[config.mk]
export PLATFORM = sky130hd
export DESIGN_NAME = vil_top
export DESIGN_NICKNAME = d
export VERILOG_FILES = /design/src/hw/vil_pkg.sv /design/src/hw/vil_top.sv
export SDC_FILE = /design/constraint.sdc
export NUM_CORES = 1
export LEC_CHECK = 0
export BUFFER_PORTS_ARGS = -buffer_cell sky130_fd_sc_hd__clkbuf_2
export CORE_ASPECT_RATIO = 0.9
export CORE_UTILIZATION = 26
export DETAILED_ROUTE_END_ITERATION = 12
export GPL_ROUTABILITY_DRIVEN = 0
export PLACE_DENSITY_LB_ADDON = 0.12
export SLEW_MARGIN = 20
export SYNTH_ARGS = -nofsm -noshare
export SYNTH_HDL_FRONTEND = slang
export SYNTH_SLANG_ARGS = --single-unit
[constraint.sdc]
create_clock -name i_mclk -period 3.2 [get_ports i_mclk]
set_input_delay 0 -clock i_mclk [delete_from_list [all_inputs] [get_ports i_mclk]]
set_output_delay 0 -clock i_mclk [all_outputs]
set_load 0.05 [all_outputs]
[src/hw/vil_pkg.sv]
// Purpose: constants for the vectored interrupt logic
// Assumes: 8-bit register port, 25 MHz core clock
// Notes: register offsets are word indices on the plain port
package vil_pkg;
  // ***************************************************
  // register offsets
  // ***************************************************
  localparam logic [2:0] OFS_CTRL = 3'h0; // core interrupt control
  localparam logic [2:0] OFS_PFLAG = 3'h1; // peripheral flags
  localparam logic [2:0] OFS_PEN = 3'h2; // peripheral enables
  localparam logic [2:0] OFS_OPT = 3'h3; // option, edge select
  localparam logic [2:0] OFS_ISTAT = 3'h4; // sticky event status
  localparam logic [2:0] OFS_IMASK = 3'h5; // event mask
  localparam logic [2:0] OFS_STATE = 3'h6; // live block state
  // ***************************************************
  // control register bit positions, plus the option edge bit
  // ***************************************************
  localparam int B_GIE = 7; // global_irq_enable
  localparam int B_PERIPHERAL_GROUP_ENABLE = 6; // peripheral_group_enable
  localparam int B_TIE = 5; // timer_overflow_enable
  localparam int B_EIE = 4; // ext_pin_irq_enable
  localparam int B_PCE = 3; // port_change_enable
  localparam int B_TF = 2; // timer_overflow_flag
  localparam int B_EF = 1; // ext_pin_flag
  localparam int B_PF = 0; // port_change_flag
  localparam int B_EDGE = 6; // ext_edge_select in option
  // ***************************************************
  // reset values and misc
  // ***************************************************
  localparam logic [7:0] RST_CTRL = 8'h00;
  localparam logic [7:0] RST_OPT = 8'hFF;
  localparam logic [7:0] RST_ZERO = 8'h00;
  localparam logic [12:0] VEC_PC = 13'h0004; // interrupt vector
  localparam int ST_VEC = 0; // status bit: vector taken
  localparam int ST_WAKE = 1; // status bit: woke from sleep
  localparam logic [1:0] Q_LAST = 2'h3; // last quarter of a cycle
  localparam logic [1:0] WAIT_LAST = 2'h2; // boundaries before vector
endpackage : vil_pkg

[src/hw/vil_top.sv]
// Purpose: interrupt flags, enables, vectoring and sleep wake-up
// Assumes: sequencer supplies pc and return-from-irq pulse
// Notes: core pins are synchronised; timer/peripheral are same-clock
`timescale 1ns/100ps
// Operation
// up to seventeen sources, each own flag; code has eleven (3 core, 8 peripheral)
// flags set regardless of any enable
// global enable bit 7 gates everything
// enabled flag with global enable vectors
// reset clears the global enable
// vector clears enable, pushes, loads 0004h
// return-from-irq pops and sets enable
// peripheral flags gated by group enable
// software clears flags before re-enabling
// external events vector in 3-4 cycles
// pin edge chosen by option bit 6
// valid edge sets flag bit 1
// pin wakes sleep if enabled beforehand
// after wake vector only if enabled
// timer overflow sets flag bit 2
// port b 7:4 change sets flag 0
// only return pc saved on entry
// request is gated or of pairs
module vil_top (
  input wire logic i_mclk,
  input wire logic i_nrst,
  input wire logic [2:0] i_addr,
  input wire logic [7:0] i_wdata,
  input wire logic i_wr,
  input wire logic i_rd,
  output logic [7:0] o_rdata,
  input wire logic i_ext_interrupt_pin,
  input wire logic [3:0] i_port_b_a,
  input wire logic i_timer_ovf,
  input wire logic [7:0] i_periph_evt,
  input wire logic [12:0] i_pc,
  input wire logic i_return_from_irq_instr,
  input wire logic i_sleep,
  output logic o_irq_req,
  output logic o_vec_load,
  output logic [12:0] o_vec_pc,
  output logic o_push,
  output logic [12:0] o_push_pc,
  output logic o_pop,
  output logic o_asleep,
  output logic o_wake,
  output logic o_int
);
  // ***************************************************
  // declarations
  // ***************************************************
  typedef enum logic [1:0] {VIL_IDLE, VIL_WAIT} vil_st_t;
  vil_st_t st_ff; // vectoring sequencer
  logic [1:0] wcnt_ff; // instruction boundaries waited
  logic [1:0] q_ff; // quarter of instruction cycle
  logic q_tick; // last quarter, cycle boundary
  logic [7:0] ctrl_ff; // core interrupt control
  logic [7:0] pflag_ff; // peripheral flags
  logic [7:0] pen_ff; // peripheral enables
  logic [7:0] opt_ff; // option register
  logic [1:0] istat_ff; // sticky event status
  logic [1:0] imask_ff; // event mask
  logic ext_s1_ff, ext_s2_ff, ext_d_ff; // pin sync + delay
  logic [3:0] pb_s1_ff, pb_s2_ff, pb_d_ff; // port sync + delay
  logic ext_evt; // valid edge seen
  logic pb_evt; // port b change seen
  logic core_hit; // some core pair active
  logic per_hit; // some peripheral pair active
  logic take; // vector this cycle
  logic sleep_een_ff; // pin enable captured at sleep entry
  logic wake; // wake condition
  logic wr_ctrl;
  logic [7:0] nxt_pflag;

  // ***************************************************
  // instruction cycle divider
  // ***************************************************
  // four quarter-cycles per instruction cycle
  always_ff @(posedge i_mclk or negedge i_nrst) begin
    if (!i_nrst) begin
      q_ff <= 2'h0;
    end else begin
      q_ff <= q_ff + 2'h1;
    end
  end
  assign q_tick = (q_ff == vil_pkg::Q_LAST);

  // ***************************************************
  // pin synchronisers and event detectors
  // ***************************************************
  // second flop alone feeds the edge logic, first is isolated
  always_ff @(posedge i_mclk or negedge i_nrst) begin
    if (!i_nrst) begin
      ext_s1_ff <= 1'b0;
      ext_s2_ff <= 1'b0;
      ext_d_ff <= 1'b0;
      pb_s1_ff <= 4'h0;
      pb_s2_ff <= 4'h0;
      pb_d_ff <= 4'h0;
    end else begin
      ext_s1_ff <= i_ext_interrupt_pin;
      ext_s2_ff <= ext_s1_ff;
      ext_d_ff <= ext_s2_ff;
      pb_s1_ff <= i_port_b_a;
      pb_s2_ff <= pb_s1_ff;
      pb_d_ff <= pb_s2_ff;
    end
  end
  // edge select: set = rising, clear = falling
  assign ext_evt = opt_ff[vil_pkg::B_EDGE] ?
                   (ext_s2_ff & ~ext_d_ff) :
                   (~ext_s2_ff & ext_d_ff);
  // any bit of the upper nibble moving counts
  assign pb_evt = |(pb_s2_ff ^ pb_d_ff);
  // the reset value of the pins may cause one spurious
  // change flag just after release; software clears it

  // ***************************************************
  // register writes
  // ***************************************************
  assign wr_ctrl = i_wr && (i_addr == vil_pkg::OFS_CTRL);

  // core control: hardware set wins over software clear
  always_ff @(posedge i_mclk or negedge i_nrst) begin
    if (!i_nrst) begin
      ctrl_ff <= vil_pkg::RST_CTRL;
    end else begin
      if (wr_ctrl) begin
        ctrl_ff <= i_wdata;
      end
      // vector entry overrides a same-cycle write of the enable
      if (take) begin
        ctrl_ff[vil_pkg::B_GIE] <= 1'b0;
      end else if (i_return_from_irq_instr) begin
        ctrl_ff[vil_pkg::B_GIE] <= 1'b1;
      end
      // flags set whatever the enables say
      if (ext_evt) begin
        ctrl_ff[vil_pkg::B_EF] <= 1'b1;
      end
      if (i_timer_ovf) begin
        ctrl_ff[vil_pkg::B_TF] <= 1'b1;
      end
      if (pb_evt) begin
        ctrl_ff[vil_pkg::B_PF] <= 1'b1;
      end
    end
  end

  // peripheral flags, one per source bit
  genvar gi;
  generate
    for (gi = 0; gi < 8; gi++) begin : g_pflag
      // event set beats a write of zero
      assign nxt_pflag[gi] = i_periph_evt[gi] |
        ((i_wr && i_addr == vil_pkg::OFS_PFLAG) ?
         i_wdata[gi] : pflag_ff[gi]);
    end
  endgenerate

  always_ff @(posedge i_mclk or negedge i_nrst) begin
    if (!i_nrst) begin
      pflag_ff <= vil_pkg::RST_ZERO;
    end else begin
      pflag_ff <= nxt_pflag;
    end
  end

  // peripheral enables and option
  always_ff @(posedge i_mclk or negedge i_nrst) begin
    if (!i_nrst) begin
      pen_ff <= vil_pkg::RST_ZERO;
      opt_ff <= vil_pkg::RST_OPT;
      imask_ff <= 2'h0;
    end else if (i_wr) begin
      case (i_addr)
        vil_pkg::OFS_PEN: pen_ff <= i_wdata;
        vil_pkg::OFS_OPT: opt_ff <= i_wdata;
        vil_pkg::OFS_IMASK: imask_ff <= i_wdata[1:0];
        default: ;
      endcase
    end
  end

  // ***************************************************
  // request forming
  // ***************************************************
  assign core_hit =
    (ctrl_ff[vil_pkg::B_TF] & ctrl_ff[vil_pkg::B_TIE]) |
    (ctrl_ff[vil_pkg::B_EF] & ctrl_ff[vil_pkg::B_EIE]) |
    (ctrl_ff[vil_pkg::B_PF] & ctrl_ff[vil_pkg::B_PCE]);
  assign per_hit = ctrl_ff[vil_pkg::B_PERIPHERAL_GROUP_ENABLE] &
                   (|(pflag_ff & pen_ff));
  // a still-set flag keeps asking, so software must clear it
  assign o_irq_req = ctrl_ff[vil_pkg::B_GIE] &
                     (core_hit | per_hit);

  // ***************************************************
  // vectoring sequencer
  // ***************************************************
  // no extra condition: a request waits only for the fixed
  // pipeline of boundaries, giving three or four cycles
  assign take = (st_ff == VIL_WAIT) && q_tick && o_irq_req &&
                (wcnt_ff == vil_pkg::WAIT_LAST);

  always_ff @(posedge i_mclk or negedge i_nrst) begin
    if (!i_nrst) begin
      st_ff <= VIL_IDLE;
      wcnt_ff <= 2'h0;
    end else begin
      case (st_ff)
        VIL_IDLE: begin
          // sleeping core fetches nothing, so it is not vectored
          if (q_tick && o_irq_req && !o_asleep) begin
            st_ff <= VIL_WAIT;
            wcnt_ff <= 2'h1;
          end
        end
        VIL_WAIT: begin
          // request withdrawn by software: abandon
          if (!o_irq_req || take) begin
            st_ff <= VIL_IDLE;
            wcnt_ff <= 2'h0;
          end else if (q_tick) begin
            wcnt_ff <= wcnt_ff + 2'h1;
          end
        end
        default: begin
          st_ff <= VIL_IDLE;
          wcnt_ff <= 2'h0;
        end
      endcase
    end
  end

  // vector outputs; only the return pc is handed to the stack
  always_ff @(posedge i_mclk or negedge i_nrst) begin
    if (!i_nrst) begin
      o_vec_load <= 1'b0;
      o_push <= 1'b0;
      o_vec_pc <= 13'h0000;
      o_push_pc <= 13'h0000;
      o_pop <= 1'b0;
    end else begin
      o_vec_load <= take;
      o_push <= take;
      o_pop <= i_return_from_irq_instr;
      if (take) begin
        o_vec_pc <= vil_pkg::VEC_PC;
        o_push_pc <= i_pc;
      end
    end
  end

  // ***************************************************
  // sleep and wake-up
  // ***************************************************
  // enable is sampled at entry; setting it later does not wake
  assign wake = o_asleep && sleep_een_ff &&
                ctrl_ff[vil_pkg::B_EF];

  always_ff @(posedge i_mclk or negedge i_nrst) begin
    if (!i_nrst) begin
      o_asleep <= 1'b0;
      sleep_een_ff <= 1'b0;
      o_wake <= 1'b0;
    end else begin
      o_wake <= wake;
      if (wake) begin
        o_asleep <= 1'b0;
      end else if (i_sleep && !o_asleep) begin
        o_asleep <= 1'b1;
        sleep_een_ff <= ctrl_ff[vil_pkg::B_EIE];
      end
    end
  end
  // after wake the normal sequencer vectors only with the
  // global enable set; else execution simply continues

  // ***************************************************
  // event status, mask and interrupt line
  // ***************************************************
  // read clears, but a same-cycle event keeps its bit
  always_ff @(posedge i_mclk or negedge i_nrst) begin
    if (!i_nrst) begin
      istat_ff <= 2'h0;
    end else begin
      if (i_rd && i_addr == vil_pkg::OFS_ISTAT) begin
        istat_ff <= 2'h0;
      end
      if (take) begin
        istat_ff[vil_pkg::ST_VEC] <= 1'b1;
      end
      if (wake) begin
        istat_ff[vil_pkg::ST_WAKE] <= 1'b1;
      end
    end
  end
  assign o_int = |(istat_ff & imask_ff);

  // ***************************************************
  // register read port
  // ***************************************************
  // unmapped offsets read as zero
  always_ff @(posedge i_mclk or negedge i_nrst) begin
    if (!i_nrst) begin
      o_rdata <= 8'h00;
    end else if (i_rd) begin
      case (i_addr)
        vil_pkg::OFS_CTRL: o_rdata <= ctrl_ff;
        vil_pkg::OFS_PFLAG: o_rdata <= pflag_ff;
        vil_pkg::OFS_PEN: o_rdata <= pen_ff;
        vil_pkg::OFS_OPT: o_rdata <= opt_ff;
        vil_pkg::OFS_ISTAT: o_rdata <= {6'h00, istat_ff};
        vil_pkg::OFS_IMASK: o_rdata <= {6'h00, imask_ff};
        vil_pkg::OFS_STATE: o_rdata <= {5'h00, o_asleep,
          st_ff == VIL_WAIT, o_irq_req};
        default: o_rdata <= 8'h00;
      endcase
    end else begin
      o_rdata <= 8'h00;
    end
  end
endmodule : vil_top

==> flow_metrics.tcl <==
set metrics [dict create \
    status "finished, final reports clean" \
    cp_slowest_stage_delay_ns 0.75 \
    die_x_um 126 \
    endpoint_kind "register" \
    fmax_ghz 0.483 \
    relSlewSlack 0.396 \
    cp.arrival_ns 2.29 \
    worstPathRequired_ns 3.42 \
    final_layout_size_suffix_gt1_frac 0.406 \
    synthToLayoutAreaGrowth_pct 35.3 \
    timing.final.crit_share 0.647 \
    fillers 1332 \
    cts_buffers 9 \
    avgSynthCellArea_sq_um 14.6 \
    min_path_type "in -> reg" \
    drt_iter0_drc 118 \
    viasPerCell 4.28 \
    power.leakage_nw 2.15 \
    synthCells 246 \
    power.density_nw_per_um2 629 \
    start_util 0.267 \
    first_pass_iters 4 \
    seq_power_share 0.438 \
    cts-root-buf "clkbuf_16" \
    holdWs_ns 0.176 \
    post_cts_buffers 0 \
    num_antenna_cells 0 \
    ant_nets 0 \
    cts.sinks 83 \
    routed_wl_um 8180 \
    fin_nets 418 \
    cts_tree "yes" \
    synth-seq-area-share 0.583 \
    cts_htree_levels 3 \
    rows 40 \
    power.internal_mw 2.05 \
    crit_fanout 16 \
    fin_setup_tns_ns 0 \
    crit_buf_inv 3 \
    p_sw_mw 0.995 \
    port_buffers 72 \
    critPathSlowestCell "nor4b_4" \
    critPathLaunchType "input port" \
    final_util 0.361 \
    synth_area_sq_um 3580 \
    die_y_um 113 \
    grt.overflow.total 0 \
    hpwl_um 5530 \
    rsz0062_at_grt "false" \
    yosysTopAreaCell "dfrtp_1" \
    die_area_sq_um 14300 \
    p_clk_frac 0.325 \
    final-hold-violation-count 0 \
    path_cells "clkbuf_2, inv_2, nor4b_4, nor2b_1, a211o_1, dlygate4sd3_1" \
    clkLatencyLatePin_ns 0.34 \
    coreArea_sq_um 13400 \
    grt_pass1_wl_um 13600 \
    track_usage 0.128 \
    slew_viol_final 0 \
    ir_drop_uv 294 \
    synth_cell_types 43 \
    skew_ns 0.00826 \
    ios 85 \
    yosysTopAreaCellShare 0.524 \
    synthTopCellsByArea "dfrtp_1 (52%), mux2_2 (10%), dfstp_2 (5.9%)" \
    antenna_found_initial 0 \
    setup_viol 0 \
    pwr-share-comb 0.237 \
    synth_warnings 0 \
    switching_share 0.326 \
    crit_family "buffers and inverters" \
    synth-seq-cells 83 \
    critPathKind "in -> reg" \
    drc 0 \
    cts_buffer_depth 2 \
    path_clk_slew_ns 0.07 \
    wl_per_cell_um 15.0 \
    maxCapViolations 0 \
    finalCriticalPeriod_ns 2.07 \
    grt_max_degree 72 \
    vias 2330 \
    worst_pin_slew_ns 0.907 \
    grt_pass1_vias 2530 \
]
-- stage by stage --
stage | worst slack, ns | area [sq um] | total power, mW | std cells
2_1_floorplan | 1.51 | 3620 | 1.85 | 257
3_3_place_gp | 1.20 | 4080 | 2.04 | 481
6_report | 1.13 | 4850 | 3.05 | 545
5_1_grt | 0.946 | 4850 | 3.22 | 545
4_1_cts | 1.09 | 4850 | 3.11 | 545
3_5_place_dp | 1.13 | 4080 | 2.05 | 481
-- cells in the mapped netlist --
cell / count
a211o_1: 9
a21boi_0: 2
a21o_1: 1
a222oi_1: 1
a22o_1: 1
a22oi_1: 4
a41oi_2: 1
and3_1: 2
buf_2: 3
buf_4: 16
buf_8: 1
clkbuf_1: 1
conb_1: 1
dfrtp_1: 75
dfstp_2: 8
ha_1: 2
inv_1: 4
inv_2: 1
mux2_2: 33
mux2_4: 6
mux2i_1: 5
mux4_2: 8
nand2_1: 8
nand2b_1: 5
nand3b_1: 1
nand4_1: 1
nand4b_1: 2
nor2_1: 7
nor2b_1: 17
nor3b_1: 1
nor4_1: 1
nor4b_4: 2
nor4bb_1: 1
o2111ai_1: 1
o211a_1: 1
o211ai_1: 2
o21a_1: 1
o21ai_0: 1
o21ai_4: 1
o21bai_1: 1
o22ai_1: 2
o2bb2ai_1: 1
xor2_1: 4
-- layer usage --
layer	up-vias	wire, um	GRT usage
li1	1111	-	-
met1	1134	3920	0.168
met2	79	3710	0.197
met3	6	479	0.0473
met4	0	71	0.0350
met5	-	0	0
-- final timing paths --
kind | cells past startpoint | to | slack (ns) | start
setup / recovery | 6 | pflag_ff[3] | 1.13 | i_addr[0]
max in group asynchronous | 3 | wcnt_ff[0] | 2.11 | i_nrst
min in group asynchronous | 2 | o_rdata[5] | 0.34 | i_nrst
setup reg to reg | 4 | o_push_pc[1] | 1.17 | ctrl_ff[4]
hold reg to reg | 0 | pb_s2_ff[0] | 0.35 | pb_s1_ff[0]
hold / removal | 3 | imask_ff[0] | 0.18 | i_wr
-- power groups by stage --
stage | registers, mW | logic [mW] | clock network (mW)
6_report | 1.34 | 0.722 | 0.990
5_1_grt | 1.36 | 0.782 | 1.08
4_1_cts | 1.34 | 0.734 | 1.04
3_5_place_dp | 1.36 | 0.690 | 0
3_3_place_gp | 1.36 | 0.682 | 0
2_1_floorplan | 1.49 | 0.354 | 0
-- cells in the final DEF, fill, tap and decap left out, types with 2 or more instances in the layout --
master / instances
mux4_2: 8
nand2_1: 8
o22ai_1: 2
a22oi_1: 4
mux2_4: 6
dlygate4sd3_1: 48
xor2_1: 4
nor2_1: 7
nand2b_1: 5
inv_1: 4
clkbuf_16: 9
buf_4: 6
o211ai_1: 2
dfrtp_1: 75
clkbuf_2: 71
conb_1: 12
mux2_2: 33
nor2b_1: 17
nor4b_4: 2
ha_1: 2
mux2i_1: 5
and3_1: 2
nand4b_1: 2
inv_6: 3
a211o_1: 9
clkinv_4: 2
a21boi_0: 2
dfstp_2: 8
-- repair_timing --
action / in CTS / in global routing
hold buffers: 48 / 0
resized for setup: 0 / 0
hold endpoints to repair: 116 / 0
-- logic make-up (layout without fill, tap and decap cells) --
| family | Yosys count | count (layout) | share of synthesized area |
|---|---|---|---|
| adders and majority gates | 2 | 2 | 0.00698 |
| DFF | 83 | 83 | 0.583 |
| other | 1 | 12 | 0.00105 |
| muxes | 52 | 52 | 0.193 |
| buffers and inverters | 26 | 146 | 0.0482 |
| xor gates and xnor gates | 4 | 4 | 0.00978 |
| AOI/OAI and AO/OA | 30 | 30 | 0.0720 |
| and+or+nand+nor | 48 | 48 | 0.0863 |
-- area by class of cell --
cell class              instances  area [sq um]  share of cell area
flip-flops and latches         83          2090               0.431
inverters                       5          18.8             0.00387
clock buffers                   9           225              0.0465
repair buffers                125           881               0.182
clock inverters                 7          60.1              0.0124
well taps                     168           210              0.0434
multi-input cells             148          1360               0.281
-- worst min-delay path: cells and delay by family --
| family | cells | cell delay, ns |
|---|---|---|
| simple gates | 1 | 0.18 |
| mux | 1 | 0.18 |
| buf+inv | 1 | 0.13 |
-- state kept, by name, summed over array words and instances (netlist names), 2 cells and up --
register	cells
o_push_pc	13
ctrl_ff	8
o_rdata	8
opt_ff	8
pen_ff	8
pflag_ff	8
pb_d_ff	4
pb_s1_ff	4
pb_s2_ff	4
imask_ff	2
istat_ff	2
q_ff	2
wcnt_ff	2
No activity file was read; power rests on OpenSTA's default activity.
